--- config.mk ---
export PLATFORM = sky130hd
export DESIGN_NAME = rotate_subtract_skip_alu
export DESIGN_NICKNAME = d
export VERILOG_FILES = /design/src/pkg/rss_alu_pkg.sv /design/src/hw/rotate_subtract_skip_alu.sv
export VERILOG_INCLUDE_DIRS = /design/src /design/src/pkg
export SDC_FILE = /design/constraint.sdc
export NUM_CORES = 1
export LEC_CHECK = 0
export BUFFER_PORTS_ARGS = -buffer_cell sky130_fd_sc_hd__buf_2
export CAP_MARGIN = 20
export CORE_MARGIN = 10
export CORE_UTILIZATION = 36
export CTS_CLUSTER_DIAMETER = 150
export DETAILED_ROUTE_END_ITERATION = 12
export HOLD_SLACK_MARGIN = 0.05
export PLACE_DENSITY_LB_ADDON = 0.25
export SLEW_MARGIN = 10
export SYNTH_ARGS = -nofsm -noshare
export SYNTH_HDL_FRONTEND = slang
export SYNTH_SLANG_ARGS = --single-unit
--- constraint.sdc ---
create_clock -name core_clk -period 3.2 [get_ports core_clk]
set_input_delay 0.48 -clock core_clk [delete_from_list [all_inputs] [get_ports core_clk]]
set_output_delay 0.48 -clock core_clk [all_outputs]
set_load 0.005 [all_outputs]
--- src/pkg/rss_alu_consts.svh ---
// constants for the rotate / subtract / skip datapath slice
// assumes inclusion by bare name from the package and the design
`ifndef RSS_ALU_CONSTS_SVH
`define RSS_ALU_CONSTS_SVH
`define RSS_DATA_W 8
`define RSS_SET_BYTE 8'hff
`define RSS_ACC_RST 8'h00
`define RSS_NOSKIP_CYCLES 1
`define RSS_SKIP_CYCLES 2
`endif

--- src/pkg/rss_alu_pkg.sv ---
// types for the rotate / subtract / skip datapath slice
// assumes the constants header is on the include path
`include "rss_alu_consts.svh"
package rss_alu_pkg;
    typedef enum logic [4:0] {
        op_none                         = 5'h00,
        op_rotate_left_via_carry_mem    = 5'h01,
        op_rotate_left_via_carry_to_accum = 5'h02,
        op_rotate_right_plain_mem       = 5'h03,
        op_rotate_right_plain_to_accum  = 5'h04,
        op_rotate_right_via_carry_mem   = 5'h05,
        op_rotate_right_via_carry_to_accum = 5'h06,
        op_minus_with_borrow_to_accum   = 5'h07,
        op_minus_with_borrow_to_mem     = 5'h08,
        op_minus_to_accum               = 5'h09,
        op_minus_to_mem                 = 5'h0a,
        op_minus_immediate              = 5'h0b,
        op_decrement_skip_zero_mem      = 5'h0c,
        op_decrement_skip_zero_to_accum = 5'h0d,
        op_increment_skip_zero_mem      = 5'h0e,
        op_increment_skip_zero_to_accum = 5'h0f,
        op_skip_on_bit_set              = 5'h10,
        op_set_byte                     = 5'h11,
        op_set_bit                      = 5'h12,
        op_nibble_exchange_mem          = 5'h13,
        op_nibble_exchange_to_accum     = 5'h14
    } alu_op_t;

    typedef enum logic [0:0] {
        st_exec  = 1'b0,
        st_dummy = 1'b1
    } phase_t;

    // request from the decoder
    typedef struct packed {
        logic valid;
        alu_op_t op;
        logic [7:0] mem_data;
        logic [7:0] imm_data;
        logic [2:0] bit_sel;
    } alu_req_t;

    typedef struct packed {
        logic signed_wrap_flag;
        logic zero_flag;
        logic half_carry_flag;
        logic carry_flag;
    } flags_t;

    typedef struct packed {
        phase_t phase;
        logic [7:0] acc;
        flags_t flags;
        logic mem_we;
        logic [7:0] mem_wdata;
        logic skip;
        logic busy;
    } alu_state_t;
endpackage : rss_alu_pkg

--- src/hw/rotate_subtract_skip_alu.sv ---
// execution datapath for rotates, subtracts, skip tests, set and nibble exchange
// assumes the sequencer presents one request per cycle while ready is high,
// and supplies the operand byte already read from data memory
`timescale 1ns/1ps
`default_nettype none
`include "rss_alu_consts.svh"
module rotate_subtract_skip_alu
    import rss_alu_pkg::*;
#(
    parameter int DATA_W = `RSS_DATA_W
) (
    input wire logic core_clk,
    input wire logic reset,
    input wire alu_req_t req,
    output logic req_ready,
    output logic [7:0] acc_out,
    output var flags_t flags_out,
    output logic mem_we,
    output logic [7:0] mem_wdata,
    output logic skip_pulse,
    output logic dummy_cycle
);
    alu_state_t state_r;
    alu_state_t state_nxt;

    logic [7:0] m;
    logic c_in;
    logic [8:0] sum;
    logic [4:0] low_sum;
    logic [7:0] addend;
    logic add_cin;
    logic take;
    logic [7:0] bit_mask;

    assign m = req.mem_data;
    assign c_in = state_r.flags.carry_flag;
    // stall the decoder while the discarded fetch is replaced
    assign take = req.valid && (state_r.phase == st_exec);
    assign req_ready = (state_r.phase == st_exec);
    assign bit_mask = 8'h01 << req.bit_sel;

    // every subtract is complement-and-add, so carry out is the inverted borrow
    always_comb begin
        addend = ~m;
        add_cin = 1'b1;
        if (req.op == op_minus_immediate) begin
            addend = ~req.imm_data;
        end
        if (req.op == op_minus_with_borrow_to_accum || req.op == op_minus_with_borrow_to_mem) begin
            add_cin = c_in;
        end
    end
    assign sum = {1'b0, state_r.acc} + {1'b0, addend} + {8'h00, add_cin};
    assign low_sum = {1'b0, state_r.acc[3:0]} + {1'b0, addend[3:0]} + {4'h0, add_cin};

    always_comb begin
        logic [7:0] dec_v;
        logic [7:0] inc_v;
        dec_v = m - 8'h01;
        inc_v = m + 8'h01;
        state_nxt = state_r;
        state_nxt.mem_we = 1'b0;
        state_nxt.skip = 1'b0;
        state_nxt.busy = 1'b0;
        if (state_r.phase == st_dummy) begin
            // prefetched instruction is dropped here
            state_nxt.phase = st_exec;
        end else if (take) begin
            unique case (req.op)
                op_none: begin
                end
                op_rotate_left_via_carry_mem: begin
                    state_nxt.mem_we = 1'b1;
                    state_nxt.mem_wdata = {m[6:0], c_in};
                    state_nxt.flags.carry_flag = m[7];
                end
                op_rotate_left_via_carry_to_accum: begin
                    state_nxt.acc = {m[6:0], c_in};
                    state_nxt.flags.carry_flag = m[7];
                end
                op_rotate_right_plain_mem: begin
                    state_nxt.mem_we = 1'b1;
                    state_nxt.mem_wdata = {m[0], m[7:1]};
                end
                op_rotate_right_plain_to_accum: begin
                    state_nxt.acc = {m[0], m[7:1]};
                end
                op_rotate_right_via_carry_mem: begin
                    state_nxt.mem_we = 1'b1;
                    state_nxt.mem_wdata = {c_in, m[7:1]};
                    state_nxt.flags.carry_flag = m[0];
                end
                op_rotate_right_via_carry_to_accum: begin
                    state_nxt.acc = {c_in, m[7:1]};
                    state_nxt.flags.carry_flag = m[0];
                end
                op_minus_with_borrow_to_accum, op_minus_to_accum, op_minus_immediate,
                op_minus_with_borrow_to_mem, op_minus_to_mem: begin
                    if (req.op == op_minus_with_borrow_to_mem || req.op == op_minus_to_mem) begin
                        state_nxt.mem_we = 1'b1;
                        state_nxt.mem_wdata = sum[7:0];
                    end else begin
                        state_nxt.acc = sum[7:0];
                    end
                    state_nxt.flags.carry_flag = sum[8];
                    state_nxt.flags.half_carry_flag = low_sum[4];
                    state_nxt.flags.zero_flag = (sum[7:0] == 8'h00);
                    state_nxt.flags.signed_wrap_flag =
                        (state_r.acc[7] == addend[7]) && (sum[7] != state_r.acc[7]);
                end
                op_decrement_skip_zero_mem: begin
                    state_nxt.mem_we = 1'b1;
                    state_nxt.mem_wdata = dec_v;
                    state_nxt.skip = (dec_v == 8'h00);
                end
                op_decrement_skip_zero_to_accum: begin
                    state_nxt.acc = dec_v;
                    state_nxt.skip = (dec_v == 8'h00);
                end
                op_increment_skip_zero_mem: begin
                    state_nxt.mem_we = 1'b1;
                    state_nxt.mem_wdata = inc_v;
                    state_nxt.skip = (inc_v == 8'h00);
                end
                op_increment_skip_zero_to_accum: begin
                    state_nxt.acc = inc_v;
                    state_nxt.skip = (inc_v == 8'h00);
                end
                op_skip_on_bit_set: begin
                    state_nxt.skip = |(m & bit_mask);
                end
                op_set_byte: begin
                    state_nxt.mem_we = 1'b1;
                    state_nxt.mem_wdata = `RSS_SET_BYTE;
                end
                op_set_bit: begin
                    state_nxt.mem_we = 1'b1;
                    state_nxt.mem_wdata = m | bit_mask;
                end
                op_nibble_exchange_mem: begin
                    state_nxt.mem_we = 1'b1;
                    state_nxt.mem_wdata = {m[3:0], m[7:4]};
                end
                op_nibble_exchange_to_accum: begin
                    state_nxt.acc = {m[3:0], m[7:4]};
                end
                default: begin
                end
            endcase
            if (state_nxt.skip) begin
                state_nxt.phase = st_dummy;
            end
        end
    end

    always_ff @(posedge core_clk or posedge reset) begin
        if (reset) begin
            state_r <= '{phase: st_exec, acc: `RSS_ACC_RST, flags: '0,
                         mem_we: 1'b0, mem_wdata: 8'h00, skip: 1'b0, busy: 1'b0};
        end else begin
            state_r <= state_nxt;
        end
    end

    assign acc_out = state_r.acc;
    assign flags_out = state_r.flags;
    assign mem_we = state_r.mem_we;
    assign mem_wdata = state_r.mem_wdata;
    assign skip_pulse = state_r.skip;
    assign dummy_cycle = (state_r.phase == st_dummy);
endmodule : rotate_subtract_skip_alu
`default_nettype wire

* Word level (Yosys, flattened, before mapping)
Cells that the tools add are included.
** Storage, ports and cells
- Register bits after elaboration :: 23
- Input port bits :: 27
- Output and inout bits :: 24
- Word-level logic and storage cells :: 80
** Operators by class
- $add $sub $neg :: 6
- Eq/ne operators :: 24
- Shift operators :: 1
- Mux-type cells :: 15
- Bitwise logic cells :: 5
- Reduce and logical (&&, ||, !) cells :: 20
** Operators by type and width (count)
- 9-bit one-hot mux with 9 select lines :: 1
- 8-bit one-hot mux with 7 select lines :: 1
- 5-bit by 4-bit equality test with 1-bit output, second input constant :: 8
- 5-bit equality test, second input constant :: 5
- 8-bit logical NOT :: 3
- 23-bit 2-to-1 mux :: 1
- 5-bit by 3-bit equality test with 1-bit output, second input constant :: 4
- 8-bit 2-to-1 mux :: 2
- 8-bit NOT :: 2
- 5-bit by 2-bit equality test with 1-bit output, second input constant :: 2
- 10-bit 2-to-1 mux :: 1
- 8-bit by 8-bit adder with 9-bit output :: 1
- 9-bit by 1-bit adder with 9-bit output :: 1
- 9-bit 2-to-1 mux :: 1
- 9-bit nonzero test :: 1
- 8-bit by 1-bit adder with 8-bit output, second input constant :: 1
- 8-bit bitwise AND :: 1
- 8-bit OR :: 1
- 4-bit AND reduction :: 2
- 2-bit OR reduction :: 4
- 8-bit OR reduction :: 1
- 1-bit by 3-bit << shifter with 8-bit output, first input constant :: 1
- 8-bit by 1-bit subtractor with 8-bit output, second input constant :: 1
- 7-bit nonzero test :: 1
- other kinds (15) :: 24

* Longest topological paths before layout
- Depth in word-level cells :: 9
- Depth in mapped cells :: 14
- Depth with buffers taken out :: 11

* Worst setup path after synthesis
No wires, ideal clock.
- Path kind :: input to register
- Start :: input req[20] (netlist bit)
- End :: register state_r (netlist bit mem_wdata[4])
- Setup time :: 0.126 ns
- Arrival time :: 3.499 ns
- Required time :: 3.074 ns
- Setup slack :: -0.425 ns
- Stages on the path :: 14
- Path buffers :: 3
- Cell sequence :: buf_6 -> buf_2 -> buf_2 -> nand3b_1 -> nor2_2 -> mux2i_1 -> fa_1 -> inv_1 -> fa_1 -> nor2b_1 -> o21ai_1 -> or3b_2 -> and3_1 -> o32a_1
** Between the ends
- Word-level cells in the longest chain between the ends :: 6
- Elaborated cells between the ends (all ways) :: 25
- Classes of those cells :: 2 x add/sub; 14 x eq/ne; 4 x mux; 5 x reduce/logical
** Ends and longest elaborated chain
- start: declaration :: RTL line rotate_subtract_skip_alu.sv:14 : input wire alu_req_t req,
- 5-bit by 4-bit equality test with 1-bit output (tied with other cells) :: RTL line rotate_subtract_skip_alu.sv:46, rotate_subtract_skip_alu.sv:69
- 8-bit 2-to-1 mux / 1-bit logical OR (equally long branches) :: RTL line rotate_subtract_skip_alu.sv:46, rotate_subtract_skip_alu.sv:49
- 8-bit by 8-bit adder with 9-bit output / 1-bit 2-to-1 mux (equally long branches) :: RTL line rotate_subtract_skip_alu.sv:53, rotate_subtract_skip_alu.sv:49
- 9-bit by 1-bit adder with 9-bit output :: RTL line rotate_subtract_skip_alu.sv:53 : assign sum = {1'b0, state_r.acc} + {1'b0, addend} + {8'h00, add_cin};
- 9-bit 2-to-1 mux :: RTL line rotate_subtract_skip_alu.sv:99 : if (req.op == op_minus_with_borrow_to_mem || req.op == op_minus_to_mem) begin
- 9-bit one-hot mux with 9 select lines :: RTL line rotate_subtract_skip_alu.sv:69 : unique case (req.op)
- end signal: assignment :: RTL line rotate_subtract_skip_alu.sv:158 : state_r <= '{phase: st_exec, acc: `RSS_ACC_RST, flags: '0,
- end signal: assignment :: RTL line rotate_subtract_skip_alu.sv:161 : state_r <= state_nxt;
- end: declaration :: RTL line rotate_subtract_skip_alu.sv:23 : alu_state_t state_r;
Parallel ways exist; a longest one is shown, timed or not. The select of a mux whose other input is x is not followed.
A chain may end at the register's enable or synchronous reset.

* Worst setup path in the final report
- Start :: input req[21] (netlist bit)
- End :: register state_r (netlist bit mem_wdata[4])
Same word-level chain as after synthesis.

==> metrics.txt <==
Yosys top cell area share=0.177; yosys warns=0; clock period minus final worst setup slack=2.91 ns; Tightest Pin Transition=0.859 ns; Buf+Inv Stages, Crit Path=2; Post-CTS Hold Fix Bufs=0; crit path launch type=input pin; Mapped Nets=431; Detailed Place HPWL=9.01 mm; Post-Synthesis Cells=392; ranking of synthesized cells by area=dfrtp_1 (18%), a21oi_1 (4.4%), ha_1 (4.0%), mux2i_1 (3.5%), nor2_1 (3.1%); Synth area leader=dfrtp_1; initial core utilization=0.374; # setup viols final=0; max_cap viols=0; area grow syn2layout=14.5%; CP Max Fanout=4; design area=0.00355 sq mm; Leakage=1.44 nW; mapped cell area=0.00310 sq mm; Slew Viols, Final=0; post-synthesis register bit count=22; Top-Level Pins=51; crit-path most repeated cell=nand2b_1; Placed Cells=533; non-filler cells, final=537; Skew-Pair Late Insertion Delay=0.27 ns; Core Rows=33; most numerous cell in the Yosys netlist=a21oi_1; max frequency=344 MHz; wire length of the first global-routing pass=18.4 mm; type of the worst setup path=in -> reg; max incr delay on CP=0.42 ns; Sink Count=22; CTS tree=built; antenna violations before repair=0; post_cts resized=0; nets@finish=472; worst path cell trace=buf_2, nand2b_1, nand2b_1, a211o_1, fa_2, inv_1, fa_1, nor2b_1, o21ai_1, or3b_4, and3_1, o32a_1; die footprint=0.0127 sq mm; H-tree Lvls=1; Avg WL per Cell=21.8 um; die width=113 um; Slowest-stage cell, CP=or3b_4; initial DRC count=515; Pwr Total=1.42 mW; Antenna Nets Post-Route=0; I/O Buffers=50; Post-DP Area=0.00348 sq mm; fraction of layout cells with a size suffix above 1=0.234; worst clock skew=0.00356 ns; final worst-path cycle share=0.909; Worst Path Arrival=3.08 ns; RSZ-0062 raised after global routing=false; Cell variety after synth=77; DIE HEIGHT=113 um; TritonCTS buffer count=3; Max rail drop VDD=0.258 mV; GP Congestion=0.977; Worst Setup End Kind=flop; Core ar.=0.00830 sq mm; PwrDens=400 mW/mm^2; predominant post-synthesis flop cell=dfrtp_1; Async SR Flop Fraction=1.00; EDFF count, synth=0; total iterations of the first detailed-routing run=8; Worst-path clk slew=0.09 ns; most frequent cells after synthesis=a21oi_1 (27), nor2_1 (26), nand2_1 (23); Max clock buf depth=2; largest net degree at the start of global routing=24; vias=3442; via/cell ratio=6.41; status=finished, final reports clean; Hold WC Path Type=in -> async; total grt overflow=0; Slew HR=0.427; # diodes=0; Final Hold Violating Endpoints=0; sequential fraction of the synthesis area=0.177; setup TNS=0 ns; final WL=11.7 mm; # fillers=858; Total GRT Usage=0.176; vias in the first global route=3370; Post-CTS Repair Setup Buffers=0; delay-heaviest family, CP=simple AND/OR/NAND/NOR gates; Remaining DRCs=0; Root Driver=clkbuf_8; CP required=3.36 ns; Avg Cell Area, Syn=7.91 sq um
per-stage QoR:
| stage | hold WS [ns] | util | setup WS [ns] |
|---|---|---|---|
| floorplan | 0.469 | - | 0.0330 |
| global placement | 0.463 | 0.419 | 0.0773 |
| detailed placement | 0.472 | 0.419 | 0.0318 |
| CTS | 0.401 | 0.428 | 0.309 |
| global route | 0.452 | 0.428 | 0.151 |
| finish | 0.369 | 0.428 | 0.290 |
state kept, by name, indices dropped and copies added, names as in the netlist:
register and cells:
acc_out 8, mem_we 1, mem_wdata 8, c_in 1, dummy_cycle 1, flags_out 3
power breakdown:
part / internal [mW] / switching [mW] / leakage, nW
Combinational: 0.318 / 0.426 / 1.14
Sequential: 0.343 / 0.0625 / 0.267
Clock: 0.167 / 0.104 / 0.0357
Total: 0.828 / 0.593 / 1.44
cell usage in the layout (no fill, tap or decap), drive strengths merged, types with 8 or more instances in the layout:
cell / synthesis / layout
a21oi: 27 / 27
a221oi: 8 / 8
a31oi: 10 / 10
buf: 19 / 72
dfrtp: 22 / 22
ha: 10 / 10
inv: 14 / 14
mux2: 9 / 9
mux2i: 11 / 11
nand2: 23 / 23
nand3: 11 / 11
nor2: 28 / 28
nor2b: 9 / 9
nor3: 13 / 13
o21ai: 20 / 20
worst paths after layout:
kind | end | slack [ns] | cells past startpoint | start
max | mem_wdata[4] | 0.29 | 12 | req[21]
min | acc_out[7] | 0.37 | 2 | reset
max reg2reg | mem_wdata[4] | 0.42 | 9 | c_in
min reg2reg | mem_wdata[0] | 0.49 | 1 | mem_wdata[0]
max in group asynchronous | acc_out[0] | 2.31 | 2 | reset
min in group core_clk | mem_wdata[0] | 0.49 | 1 | mem_wdata[0]
layout make-up:
type,count,area [sq um],area share
well taps,105,131,0.0370
repair buffers,72,428,0.121
flip-flops and latches,22,551,0.155
inverters,14,52.6,0.0148
multi-input cells,320,2320,0.653
clock buffers,3,41.3,0.0116
clock inverters,1,30.0,0.00846
layer usage:
metal / vias to the layer above / GRT usage / share of wire
li1: 1592 / - / -
met1: 1648 / 0.223 / 0.43
met2: 175 / 0.282 / 0.46
met3: 27 / 0.0401 / 0.078
met4: 0 / 0.0685 / 0.036
met5: - / 0 / 0
cells by family (layout without fill, tap and decap cells):
| logic type | Yosys count | count (layout) | synth area share |
|---|---|---|---|
| AOI/OAI and AO/OA | 138 | 138 | 0.319 |
| and+or+nand+nor | 136 | 136 | 0.255 |
| buffers and inverters | 50 | 90 | 0.0787 |
| muxes | 22 | 22 | 0.0827 |
| DFF | 22 | 22 | 0.177 |
| adders and majority gates | 12 | 12 | 0.0532 |
| xor gates and xnor gates | 12 | 12 | 0.0339 |
No activity file was read; power rests on OpenSTA's default activity.
